==> src/core/dch_pkg.sv <==
// Package for the processor side of the I/O bus transfer channel handshake.
// Assumes a single 50 MHz clock; all bus pins sampled synchronously.
package dch_pkg;
   localparam int unsigned CLK_PERIOD_NS   = 20;
   localparam int unsigned DATA_W          = 16;
   localparam int unsigned FIFO_DEPTH      = 32;
   // Minimum pulse widths, in ns, and their cycle counts (rounded up)
   localparam int unsigned REQ_ENB_NS      = 75;
   localparam int unsigned ACK_NS          = 300;
   localparam int unsigned IN_STB_NS       = 350;
   localparam int unsigned OUT_STB_NS      = 100;
   localparam int unsigned RESET_NS        = 500;
   localparam int unsigned REQ_ENB_CYC = (REQ_ENB_NS + CLK_PERIOD_NS - 1) / CLK_PERIOD_NS;
   localparam int unsigned ACK_CYC     = (ACK_NS + CLK_PERIOD_NS - 1) / CLK_PERIOD_NS;
   localparam int unsigned IN_STB_CYC  = (IN_STB_NS + CLK_PERIOD_NS - 1) / CLK_PERIOD_NS;
   localparam int unsigned OUT_STB_CYC = (OUT_STB_NS + CLK_PERIOD_NS - 1) / CLK_PERIOD_NS;
   localparam int unsigned RESET_CYC   = (RESET_NS + CLK_PERIOD_NS - 1) / CLK_PERIOD_NS;
   // Request enable repeats at this period (below 5 MHz)
   localparam int unsigned REQ_ENB_PERIOD_CYC = 12;
   localparam int unsigned CNT_W = 5;
   // Direction line values during acknowledge
   localparam logic DIR_OUTPUT = 1'b0;
   localparam logic DIR_INPUT  = 1'b1;
   typedef enum logic [2:0] {
      ST_IDLE, ST_ACK, ST_INPUT, ST_OUTPUT, ST_RESET
   } dch_state_t;
endpackage

==> src/core/dch_fifo.sv <==
// Synchronous FIFO, flip-flop storage, valid/ready on both sides.
// Assumes one clock and synchronous active-high reset.
`timescale 1ns/10ps
`default_nettype none
module dch_fifo #(
   parameter int unsigned WIDTH = 16,
   parameter int unsigned DEPTH = 32
) (
   input  wire logic             ref_clk,
   input  wire logic             srst,
   input  wire logic [WIDTH-1:0] in_data,
   input  wire logic             in_valid,
   output logic                  in_ready,
   output logic      [WIDTH-1:0] out_data,
   output logic                  out_valid,
   input  wire logic             out_ready
);
   localparam int unsigned AW = $clog2(DEPTH);
   logic [WIDTH-1:0] mem_q [DEPTH];
   logic [AW-1:0]    wr_q;
   logic [AW-1:0]    rd_q;
   logic [AW:0]      cnt_q;
   logic             push;
   logic             pop;

   assign in_ready  = (cnt_q != (AW+1)'(DEPTH));
   assign out_valid = (cnt_q != '0);
   assign out_data  = mem_q[rd_q];
   assign push      = in_valid && in_ready;
   assign pop       = out_valid && out_ready;

   always_ff @(posedge ref_clk) begin
      if (push) begin
         mem_q[wr_q] <= in_data;
      end
   end

   always_ff @(posedge ref_clk) begin
      if (srst) begin
         wr_q  <= '0;
         rd_q  <= '0;
         cnt_q <= '0;
      end else begin
         if (push) begin
            wr_q <= wr_q + 1'b1;
         end
         if (pop) begin
            rd_q <= rd_q + 1'b1;
         end
         cnt_q <= cnt_q + (AW+1)'(push) - (AW+1)'(pop);
      end
   end
endmodule // dch_fifo
`default_nettype wire

==> src/core/dch_channel.sv <==
// Processor end of the transfer channel: request enable, acknowledge, strobes, I/O reset.
// Assumes bus pins synchronous to ref_clk; the winning controller answers during acknowledge.
`timescale 1ns/10ps
`default_nettype none
// Functional notes
// - The processor pulses request enable low to open the window for requests.
// - The processor asserts acknowledge low at the start of each granted transfer cycle.
// - For input the processor raises the input strobe after the direction is chosen.
// - For output the processor drives the word and raises the output strobe.
// - The processor asserts I/O reset on the reset instruction in ST_IDLE only, and on system reset.
module dch_channel (
   input  wire logic                         ref_clk,
   input  wire logic                         srst,
   input  wire logic                         reset_io_cmd,
   input  wire logic                         xfer_request_n,
   input  wire logic                         xfer_direction_n,
   input  wire logic [dch_pkg::DATA_W-1:0]   data_in,
   output logic      [dch_pkg::DATA_W-1:0]   data_out,
   output logic                              data_oe,
   output logic                              request_enable_n,
   output logic                              xfer_acknowledge_n,
   output logic                              xfer_input_strobe,
   output logic                              xfer_output_strobe,
   output logic                              bus_reset_all,
   output logic      [dch_pkg::DATA_W-1:0]   xfer_address,
   output logic                              addr_valid,
   input  wire logic [dch_pkg::DATA_W-1:0]   tx_data,
   input  wire logic                         tx_valid,
   output logic                              tx_ready,
   output logic      [dch_pkg::DATA_W-1:0]   rx_data,
   output logic                              rx_valid,
   input  wire logic                         rx_ready
);
   import dch_pkg::*;

   dch_state_t       state_q;
   logic [CNT_W-1:0] cnt_q;
   logic [CNT_W-1:0] enb_cnt_q;
   logic             req_seen_q;
   logic             push_q;
   logic [DATA_W-1:0] push_data_q;
   logic             rx_in_ready;
   logic             rx_fifo_valid;
   logic [DATA_W-1:0] rx_fifo_data;
   logic             tx_fifo_valid;
   logic [DATA_W-1:0] tx_fifo_data;
   logic             tx_pop;
   logic             rx_pop;

   function automatic logic [CNT_W-1:0] cyc(input int unsigned n);
      return CNT_W'(n - 1);
   endfunction

   // Request enable pulse; held off during reset so requests stay synchronised
   always_ff @(posedge ref_clk) begin
      if (srst) begin
         enb_cnt_q        <= '0;
         request_enable_n <= 1'b1;
      end else begin
         enb_cnt_q <= (enb_cnt_q == cyc(REQ_ENB_PERIOD_CYC)) ? '0 : enb_cnt_q + 1'b1;
         request_enable_n <= !(enb_cnt_q < CNT_W'(REQ_ENB_CYC));
      end
   end

   // Request sampled only at the close of the enable pulse
   always_ff @(posedge ref_clk) begin
      if (srst) begin
         req_seen_q <= 1'b0;
      end else if (state_q == ST_ACK) begin
         req_seen_q <= 1'b0;
      end else if (enb_cnt_q == CNT_W'(REQ_ENB_CYC)) begin
         req_seen_q <= !xfer_request_n;
      end
   end

   // Word buffer toward the processor side is gated by rx FIFO room
   always_ff @(posedge ref_clk) begin
      if (srst) begin
         state_q            <= ST_RESET;
         cnt_q              <= cyc(RESET_CYC);
         xfer_acknowledge_n <= 1'b1;
         xfer_input_strobe  <= 1'b0;
         xfer_output_strobe <= 1'b0;
         bus_reset_all      <= 1'b1;
         data_oe            <= 1'b0;
         data_out           <= '0;
         xfer_address       <= '0;
         addr_valid         <= 1'b0;
         push_q             <= 1'b0;
         push_data_q        <= '0;
      end else begin
         push_q     <= 1'b0;
         addr_valid <= 1'b0;
         if (cnt_q != '0) begin
            cnt_q <= cnt_q - 1'b1;
         end
         case (state_q)
            ST_IDLE: begin
               if (reset_io_cmd) begin
                  state_q       <= ST_RESET;
                  cnt_q         <= cyc(RESET_CYC);
                  bus_reset_all <= 1'b1;
               end else if (req_seen_q && rx_in_ready && tx_fifo_valid) begin
                  state_q            <= ST_ACK;
                  cnt_q              <= cyc(ACK_CYC);
                  xfer_acknowledge_n <= 1'b0;
               end
            end
            ST_ACK: begin
               if (cnt_q == '0) begin
                  xfer_acknowledge_n <= 1'b1;
                  xfer_address       <= data_in;
                  addr_valid         <= 1'b1;
                  if (xfer_direction_n == DIR_INPUT) begin
                     state_q           <= ST_INPUT;
                     cnt_q             <= cyc(IN_STB_CYC);
                     xfer_input_strobe <= 1'b1;
                  end else begin
                     state_q            <= ST_OUTPUT;
                     cnt_q              <= cyc(OUT_STB_CYC);
                     data_out           <= tx_fifo_data;
                     data_oe            <= 1'b1;
                     xfer_output_strobe <= 1'b1;
                  end
               end
            end
            ST_INPUT: begin
               if (cnt_q == '0) begin
                  xfer_input_strobe <= 1'b0;
                  push_q            <= 1'b1;
                  push_data_q       <= data_in;
                  state_q           <= ST_IDLE;
               end
            end
            ST_OUTPUT: begin
               if (cnt_q == '0) begin
                  xfer_output_strobe <= 1'b0;
                  data_oe            <= 1'b0;
                  state_q            <= ST_IDLE;
               end
            end
            ST_RESET: begin
               if (cnt_q == '0) begin
                  bus_reset_all <= 1'b0;
                  state_q       <= ST_IDLE;
               end
            end
            default: state_q <= ST_IDLE;
         endcase
      end
   end

   // Pop the outgoing word at the end of an output strobe
   assign tx_pop = (state_q == ST_OUTPUT) && (cnt_q == '0);

   dch_fifo #(.WIDTH(DATA_W), .DEPTH(FIFO_DEPTH)) u_tx_fifo (
      .ref_clk   (ref_clk),
      .srst      (srst),
      .in_data   (tx_data),
      .in_valid  (tx_valid),
      .in_ready  (tx_ready),
      .out_data  (tx_fifo_data),
      .out_valid (tx_fifo_valid),
      .out_ready (tx_pop)
   );

   dch_fifo #(.WIDTH(DATA_W), .DEPTH(FIFO_DEPTH)) u_rx_fifo (
      .ref_clk   (ref_clk),
      .srst      (srst),
      .in_data   (push_data_q),
      .in_valid  (push_q),
      .in_ready  (rx_in_ready),
      .out_data  (rx_fifo_data),
      .out_valid (rx_fifo_valid),
      .out_ready (rx_pop)
   );

   // Output stage holds one word; refills only when empty or being taken,
   // so a word is never shown twice to the consumer
   assign rx_pop = rx_fifo_valid && (!rx_valid || rx_ready);

   always_ff @(posedge ref_clk) begin
      if (srst) begin
         rx_valid <= 1'b0;
         rx_data  <= '0;
      end else if (rx_pop) begin
         rx_valid <= 1'b1;
         rx_data  <= rx_fifo_data;
      end else if (rx_ready) begin
         rx_valid <= 1'b0;
      end
   end

   a_ack_width: assert property (@(posedge ref_clk) disable iff (srst)
      $fell(xfer_acknowledge_n) |-> !xfer_acknowledge_n [*8] ##1 !xfer_acknowledge_n [*7])
      else $error("acknowledge shorter than minimum");
   a_in_strobe: assert property (@(posedge ref_clk) disable iff (srst)
      $rose(xfer_input_strobe) |->
         xfer_input_strobe [*8] ##1 xfer_input_strobe [*8] ##1 xfer_input_strobe [*2])
      else $error("input strobe too short");
   a_out_drive: assert property (@(posedge ref_clk) disable iff (srst)
      xfer_output_strobe |-> data_oe)
      else $error("output strobe without data drive");
   a_strobe_excl: assert property (@(posedge ref_clk) disable iff (srst)
      !(xfer_input_strobe && xfer_output_strobe) && !(xfer_input_strobe && !xfer_acknowledge_n))
      else $error("strobes overlap");
   a_ack_then_stb: assert property (@(posedge ref_clk) disable iff (srst)
      $rose(xfer_acknowledge_n) && !bus_reset_all |-> xfer_input_strobe || xfer_output_strobe)
      else $error("no strobe after acknowledge");
   a_enb_width: assert property (@(posedge ref_clk) disable iff (srst)
      $fell(request_enable_n) |-> !request_enable_n [*4] ##1 request_enable_n)
      else $error("request enable pulse width wrong");
   a_reset_width: assert property (@(posedge ref_clk) disable iff (srst)
      $rose(bus_reset_all) |->
         bus_reset_all [*8] ##1 bus_reset_all [*8] ##1 bus_reset_all [*8] ##1 bus_reset_all)
      else $error("io reset too short");
   a_reset_quiet: assert property (@(posedge ref_clk) disable iff (srst)
      bus_reset_all |-> xfer_acknowledge_n && !xfer_output_strobe)
      else $error("transfer during io reset");
endmodule // dch_channel
`default_nettype wire

==> config.mk <==
export PLATFORM = sky130hd
export DESIGN_NAME = dch_channel
export DESIGN_NICKNAME = d
export VERILOG_FILES = /design/src/core/dch_pkg.sv /design/src/core/dch_fifo.sv /design/src/core/dch_channel.sv
export SDC_FILE = /design/constraint.sdc
export NUM_CORES = 1
export LEC_CHECK = 0
export BUFFER_PORTS_ARGS = -buffer_cell sky130_fd_sc_hd__buf_2
export CORE_AREA = 2 2 263 265
export CTS_BUF_LIST = sky130_fd_sc_hd__clkbuf_4 sky130_fd_sc_hd__clkbuf_8
export DETAILED_ROUTE_END_ITERATION = 6
export DIE_AREA = 0 0 265 267
export PLACE_DENSITY = 0.8
export SETUP_SLACK_MARGIN = 0.5
export SYNTH_ARGS = -nofsm -noshare
export SYNTH_HDL_FRONTEND = slang
export SYNTH_SLANG_ARGS = --single-unit
==> constraint.sdc <==
create_clock -name ref_clk -period 3.3 [get_ports ref_clk]
set_clock_uncertainty 0.1 [all_clocks]
set_input_delay 0.33 -clock ref_clk [delete_from_list [all_inputs] [get_ports ref_clk]]
set_output_delay 0.33 -clock ref_clk [all_outputs]
set_load 0.005 [all_outputs]
==> impl_summary.txt, run 1 <==
----------------------------------------------------
[Clocking]
  Count of clock tree sinks ... 1142
  Post-CTS clock slew at the launch and capture registers of the worst setup and hold paths ... 60 ps
  Clock tree from TritonCTS ... yes
  Clk buf depth ... 3
  Num CTS Buffers ... 170
  Cell at the root of the clock tree ... clkbuf_8
  CTS H-tree lvls ... 4
  Clock insertion delay at the later pin of the skew report ... 820 ps

[STA]
  Final period demand of the worst path ... ~2800 ps
  Post-route clock period utilization ... 0.8377
  Summed negative setup slack over all endpoints ... 0 ps
  Final setup vio count ... 0
  Tightest Pin Transition ... 1434 ps
  Number of hold-slack violations in the final timing report ... 0
  Slew margin rel. ... 0.04386
  Final slew viol count ... 0
  Peak clock frequency supported by timing ... 0.3618 GHz
  RSZ-0062 raised after global routing ... yes
  Final worst setup slack ... 535.7 ps

[Synthesis]
  Post-synthesis sequential area ratio ... 0.7538
  Yosys synthesis warning count ... 0
  Cell taking the most area after synthesis ... edfxtp_1
  Net count of the mapped netlist ... 2410
  Count of different cell masters after synthesis ... between 50 and 60
  Post-synthesis cell count ... 2338
  Flip-flop cell with the highest count after synthesis ... edfxtp_1
  Number of enable-type register cells in the synthesized netlist ... 1024
  Cell types with the largest area share after synthesis ... edfxtp_1 (70%), mux4_2 (8.2%), dfxtp_1 (5.4%)
  Summed instance area of the synthesized netlist ... around 44000 sq um
  Proportion of register bits with asynchronous set or reset after synthesis ... 0
  Post-synthesis sequential element count ... 1142
  Mean Syn Cell Area ... 18.79 sq um
  Proportion of netlist area held by the largest area contributor ... 0.7001

[Route]
  DRT Wirelength ... 102700 um
  Via count ... 24130
  Average wire per cell in the routed design ... 27.96 um
  Detailed Route Iter0 Violations ... 2717
  Post-route antenna net violation count ... 0
  Router iterations before antenna repair ... 6
  Post-detailed-route DRC marker count ... 0
  Avg Vias per Cell ... 6.571

[Floorplan]
  Width of the chip ... 265 um
  Number of I/O pins ... 96
  Die outline area ... roughly 71000 sq um
  Core region area ... 67990 sq um
  Count of standard-cell rows ... 96
  Die extent in y ... 267 um
  Starting utilization of the core area ... 0.6461

[Critical path]
  Type of the worst setup path ... flop to flop
  CP Data Required Time ... between 3000 and 4000 ps
  Highest net fanout along the worst path ... 18
  Path depth of the worst reg2reg path ... 6
  Arrival time reported for the critical path endpoint ... 3390 ps
  Endpoint type of the worst setup path ... flop
  Startpoint class of the critical path ... flop

[Min path]
  Class of the tightest hold or removal check ... input pin to flop
  Worst hold path depth ... 3

[Pwr]
  Largest voltage drop on the vdd net ... 0.5528 mV
  Static Leakage ... 16.19 nW
  Total power per unit cell area ... 637.5 nW/um^2

[GRT]
  Maximum number of pins on one net before global-route repair ... 70
  Via count of the first global-routing pass ... 24470
  Remaining global-route overflow ... 0
  Wire length of the first global-routing pass ... roughly 150000 um
  Number of antenna violations at the first check in global routing ... 4
  Global router's overall resource usage ... 0.2945

[Job]
  Max-cap violations ... 0

[Finish]
  Share of post-route cells with drive strength above 1 ... 0.2548
  Most common cell after layout, fill and taps aside ... edfxtp_1
  Nets ... 2721
  Area growth, synth to finish ... 13.86%
  Most frequent cells in the layout ... edfxtp_1 (1024), mux2i_1 (190), clkbuf_8 (186)

[Placed design]
  IO buf count ... 95
  Worst setup timing slack at the placement stage ... 458.1 ps
  GP Congestion ... 0.8483
  Post-DP HPWL ... 59550 um

[Status]
  Result of the run ... finished, final reports clean

----------------------------------------------------
per-stage QoR:
stage,hold WS [ps],utilization,cell area (sq um),std cells,power (mW)
2_1_floorplan,323.8,-,43930,2338,19.11
3_5_place_dp,347.6,0.6766,46000,3315,20.41
5_1_grt,172.2,0.7356,50010,3671,32.88
3_3_place_gp,341.8,0.6766,46000,3315,20.27
4_1_cts,147.2,0.7340,49900,3663,31.93
6_report,188.8,0.7356,50010,3672,31.88
synth_stat cells (all sizes together) (5+ instances only):
master,count
edfxtp,1024
mux2i,190
mux4,160
nor2,137
dfxtp,118
a22o,68
buf,68
clkbuf,63
nand2,57
o22ai,52
a21oi,39
inv,35
o21ai,34
a32o,32
ha,31
or4,27
a2111o,26
nand3,17
a22oi,12
nor2b,12
o22a,12
xnor2,11
xor2,10
nand4,9
nand3b,8
nor3,8
mux2,6
o2111ai,6
or3,6
or3b,6
a31oi,5
o21a,5
worst max-delay path, stage by stage (launching register included):
cell,delay [ps]
dfxtp_1,320
inv_1,80
ha_2,220
or4b_1,570
nor3_2,950
nand2_1,210
a21oi_1,220
layer usage:
metal / routed length (um) / part of all wire / track usage
met1: 36780 / 0.36 / 0.3761
met2: 51810 / 0.50 / 0.4905
met3: 9058 / 0.088 / 0.05526
met4: 5028 / 0.049 / 0.1490
met5: 0 / 0 / 0
final cells by class:
type                    count  area, sq um
inverters                  35        131.4
clock inverters            51        396.6
well taps                 882         1104
repair buffers            270         2024
flip-flops and latches   1142        33130
clock buffers             258         3100
fillers                  3703        17970
multi-input cells        1030        10110
diodes                      4        10.01
sequential cells by signal, indices dropped and copies added (netlist names), 3 cells and up:
| register | cells |
|---|---|
| cnt_q | 5 |
| data_out | 16 |
| enb_cnt_q | 5 |
| push_data_q | 16 |
| rx_data | 16 |
| state_q | 3 |
| u_rx_fifo.cnt_q | 6 |
| u_rx_fifo.mem_q | 512 |
| u_rx_fifo.rd_q | 5 |
| u_rx_fifo.wr_q | 5 |
| u_tx_fifo.cnt_q | 6 |
| u_tx_fifo.mem_q | 512 |
| u_tx_fifo.rd_q | 5 |
| u_tx_fifo.wr_q | 5 |
| xfer_address | 16 |
timing repair:
item                                    CTS  global route
endpoints found under the hold margin   533             0
endpoints found under the setup margin    1            21
hold buffers                             39             0
pin swaps                                 0             1
gates resized for setup                   2             7
buffers inserted                          0             5
where the power goes:
| group | leakage (nW) | switching, mW | internal (mW) |
|---|---|---|---|
| clock network | 1.86 | 5.35 | 6.28 |
| logic | 4.35 | 2.16 | 1.94 |
| registers | 9.97 | 0.233 | 15.9 |
logic make-up after synthesis:
family | synth area share
flops | 0.7538
simple gates | 0.03481
buf+inv | 0.01686
compound gates | 0.05369
xor+xnor | 0.004187
fa+ha+maj | 0.009742
mux | 0.1269
path summary, 6_finish.rpt:
kind,start,endpoint,slack (ps)
min reg2reg,xfer_acknowledge_n$_SDFFE_PP1P_,xfer_acknowledge_n$_SDFFE_PP1P_,360
min,data_in[3],push_data_q[3]$_SDFFE_PP0P_,190
max reg2reg,cnt_q[0]$_SDFF_PP0_,xfer_address[7]$_SDFFE_PP0P_,540
max,cnt_q[0]$_SDFF_PP0_,xfer_address[7]$_SDFFE_PP0P_,540
No activity file was read; power rests on OpenSTA's default activity.
==> run 2, diff against run 1 <==
- CORE_AREA: 2 2 263 265 -> 2 2 279 281
- DIE_AREA: 0 0 265 267 -> 0 0 281 283
- PLACE_DENSITY: 0.8 -> 0.75
- clock period: 3.3 -> 2.3 ns (I/O delays scaled with it)
==> impl_summary.txt, run 2 (same netlist as run 1, synthesis figures left out) <==
----------------------------------------------------
[Critical path]
  Sequence of cells on the critical path ... inv_2 > ha_4 > nor4bb_4 > nor2_4 > ha_4 > inv_2 > ha_4 > fa_2 > a21oi_2 > o21bai_1 > xnor2_1 > nor2_1 (was inv_1 > ha_2 > or4b_1 > nor3_2 > nand2_1 > a21oi_1)
  Cell mode on critical path ... ha_4
  Biggest cell delay along the critical path ... 380 ps (was 950 ps)
  Critical Path Slowest Stage Cell ... nor4bb_4 (was nor3_2)
  R2r setup slk ... -240 ps (was 540 ps)
  Startpoint class of the critical path ... flop (unchanged)
  Cell type group with the largest total delay on the critical path ... adder cells (was simple AND/OR/NAND/NOR gates)
  Buf+Inv Stages, Crit Path ... 2 (was 1)
  Arrival time reported for the critical path endpoint ... 3140 ps (was 3390 ps)
  Crit Reg-Reg Startpoint ... u_rx_fifo.cnt_q[2]$_SDFF_PP0_ (was cnt_q[0]$_SDFF_PP0_)
  Worst flop-to-flop path endpoint ... u_rx_fifo.cnt_q[4]$_SDFF_PP0_ (was xfer_address[7]$_SDFFE_PP0P_)
  Path depth of the worst reg2reg path ... 12 (was 6)
  Endpoint type of the worst setup path ... flop (unchanged)
  Highest net fanout along the worst path ... 2 (was 18)
  CP Data Required Time ... 2900 ps (was 3930 ps)
  Type of the worst setup path ... flop to flop (unchanged)

[Pwr]
  Cell-internal power ... 35.97 mW (was 24.13 mW)
  Static Leakage ... 18.14 nW (was 16.19 nW)
  Switching Fraction ... 0.2484 (was 0.2430)
  Total power per unit cell area ... 866.3 nW/um^2 (was 637.5 nW/um^2)
  Switching component of the power ... 11.89 mW (was 7.746 mW)
  Largest voltage drop on the vdd net ... 0.9287 mV (was 0.5528 mV)
  Gate power share ... 0.166 (was 0.129)
  Part of the total power dissipated in the clock network ... 0.351 (was 0.365)
  Flop pwr share ... 0.483 (was 0.506)

[Floorplan]
  Width of the chip ... 281 um (was 265 um)
  Die extent in y ... 283 um (was 267 um)
  Starting utilization of the core area ... 0.5727 (was 0.6461)
  Number of I/O pins ... 96 (unchanged)
  Count of standard-cell rows ... 102 (was 96)
  Die outline area ... 79520 sq um (was 70760 sq um)
  Core region area ... 76700 sq um (was 67990 sq um)

[Finish]
  Filler Cell Count ... 4326 (was 3703)
  Nets ... 2964 (was 2721)
  Most common cell after layout, fill and taps aside ... edfxtp_1 (unchanged)
  Top Registers ... u_rx_fifo.mem_q: 512 flops, u_tx_fifo.mem_q: 512 flops (unchanged)
  Share of post-route cells with drive strength above 1 ... 0.3675 (was 0.2548)
  Final design area excluding fillers ... 55250 sq um (was 50010 sq um)
  Area growth, synth to finish ... 25.78% (was 13.86%)
  Most frequent cells in the layout ... edfxtp_1 (1024), mux2i_1 (187), clkbuf_8 (186) (was edfxtp_1 (1024), mux2i_1 (190), clkbuf_8 (186))

[STA]
  Final period demand of the worst path ... 2539 ps (was 2764 ps)
  Final worst setup slack ... -239.0 ps (was 535.7 ps)
  Number of hold-slack violations in the final timing report ... 0 (unchanged)
  Final setup vio count ... 368 (was 0)
  Post-route clock period utilization ... 1.104 (was 0.8377)
  Final worst hold slack ... 86.22 ps (was 188.8 ps)
  Tightest Pin Transition ... 866.3 ps (was 1434 ps)
  RSZ-0062 raised after global routing ... yes (unchanged)
  Peak clock frequency supported by timing ... 0.3939 GHz (was 0.3618 GHz)
  Slew margin rel. ... 0.4217 (was 0.04386)
  Final slew viol count ... 0 (unchanged)

[Route]
  DRT Wirelength ... 109900 um (was 102700 um)
  Post-route antenna net violation count ... 0 (unchanged)
  Met2 wirelength from detailed routing ... 57650 um (was 51810 um)
  Average wire per cell in the routed design ... 27.00 um (was 27.96 um)
  Router iterations before antenna repair ... 5 (was 6)
  Post-detailed-route DRC marker count ... 0 (unchanged)
  Routed length on met1 ... 40230 um (was 36780 um)
  Detailed Route Iter0 Violations ... 2712 (was 2717)
  Max layer used ... met5 (was met4)
  Via count ... 24960 (was 24130)
  Met3 routed WL ... 7801 um (was 9058 um)
  Avg Vias per Cell ... 6.131 (was 6.571)

[Clocking]
  Clock tree from TritonCTS ... yes (unchanged)
  Num CTS Buffers ... 173 (was 170)
  Clk buf depth ... 3 (unchanged)
  Cell at the root of the clock tree ... clkbuf_8 (unchanged)
  CTS H-tree lvls ... 4 (unchanged)
  Count of clock tree sinks ... 1142 (unchanged)
  Post-CTS clock slew at the launch and capture registers of the worst setup and hold paths ... 60 ps (about the same)
  Clock insertion delay at the later pin of the skew report ... 840 ps (was 820 ps)

[GRT]
  Remaining global-route overflow ... 0 (unchanged)
  Via count of the first global-routing pass ... 25820 (was 24470)
  Wire length of the first global-routing pass ... 160500 um (was 151800 um)
  Global router's overall resource usage ... 0.2754 (was 0.2945)
  Number of antenna violations at the first check in global routing ... 2 (was 4)
  Maximum number of pins on one net before global-route repair ... 33 (was 70)

[Placed design]
  Cell Area, Placed ... 48870 sq um (was 46000 sq um)
  Post-DP HPWL ... 63000 um (was 59550 um)
  IO buf count ... 95 (unchanged)
  GP Congestion ... 0.8318 (was 0.8483)

[Status]
  Violated checks ... negative setup slack
  Result of the run ... complete, but fails checks (was finished, final reports clean)

[Min path]
  Hold Path End ... push_data_q[12]$_SDFFE_PP0P_ (was push_data_q[3]$_SDFFE_PP0P_)
  Launch point of the worst hold path ... data_in[12] (was data_in[3])
  Worst hold path depth ... 3 (unchanged)
  Class of the tightest hold or removal check ... input pin to flop (unchanged)

[Job]
  Max-cap violations ... 0 (unchanged)

----------------------------------------------------
## run 2: changes by cell type in the layout (fill, tap and decap cells not counted), sizes merged, moves of 3 or more
cell / change
buf: +235
clkinv: +16
diode: -3
inv: -5
## run 2: worst max path at each step
stage                                               from                       endpoint  slack (ps)  depth (start not counted)
after global placement    u_tx_fifo.rd_q[0]$_SDFFE_PP0P_      data_out[10]$_SDFFE_PP0P_        -370                          8
final                      u_rx_fifo.cnt_q[2]$_SDFF_PP0_  u_rx_fifo.cnt_q[4]$_SDFF_PP0_        -240                         12
after CTS                            cnt_q[0]$_SDFF_PP0_  u_tx_fifo.cnt_q[4]$_SDFF_PP0_        -170                         14
after global routing                 cnt_q[0]$_SDFF_PP0_  u_tx_fifo.cnt_q[4]$_SDFF_PP0_        -340                         14
after floorplan                      cnt_q[1]$_SDFF_PP0_  u_tx_fifo.cnt_q[4]$_SDFF_PP0_        -260                         14
after detailed placement  u_tx_fifo.rd_q[0]$_SDFFE_PP0P_       data_out[1]$_SDFFE_PP0P_        -400                          7
## run 2: repair_timing
item                                     CTS  global route
resized for setup                        153            72
endpoints found under the setup margin  1100          1117
hold endpoints to repair                 576             0
buffers inserted                          52            59
pin swaps                                 59            58
cloned                                    11             6
hold buffers                              39             0
## run 2: power by group through the flow
stage               Sequential [mW]  Clock (mW)  Combinational, mW
detailed placement             23.5           0               6.89
finish                         23.1        16.8               7.94
floorplan                      23.4           0               4.48
CTS                            23.1        17.0               7.37
global route                   23.1        17.9               8.37
global placement               23.5           0               6.68
## run 2: final cells by class
cell class / count / area (sq um) / area share
well taps: 1040 / 1301 / 0.02355
clock inverters: 62 / 462.9 / 0.008379
repair buffers: 510 / 5824 / 0.1054
inverters: 35 / 133.9 / 0.002423
multi-input cells: 1030 / 11330 / 0.2051
diodes: 1 / 2.502 / 0.00004529
clock buffers: 252 / 3055 / 0.05530
flip-flops and latches: 1142 / 33140 / 0.5998
## run 2: layer usage
metal / up-vias / global-route usage
met5: - / 0
met4: 2 / 0.1290
met3: 246 / 0.04412
met2: 1233 / 0.4778
met1: 12820 / 0.3391
li1: 10660 / -
## run 2: stage by stage
step | std cells | setup TNS (ps) | setup WS (ps) | utilization | total power, mW
after floorplan | 2338 | -654.9 | -262.0 | - | 27.91
after global placement | 3590 | -5424 | -372.5 | 0.6371 | 30.19
after detailed placement | 3590 | -6919 | -401.9 | 0.6371 | 30.43
after CTS | 4006 | -2058 | -166.9 | 0.7084 | 47.46
after global routing | 4072 | -36610 | -337.0 | 0.7203 | 49.38
final | 4072 | -14890 | -239.0 | 0.7203 | 47.87
## run 2: worst min-delay path, cell delays in order
cell	delay [ps]
dlygate4sd3_1	520
buf_2	110
a22o_1	110
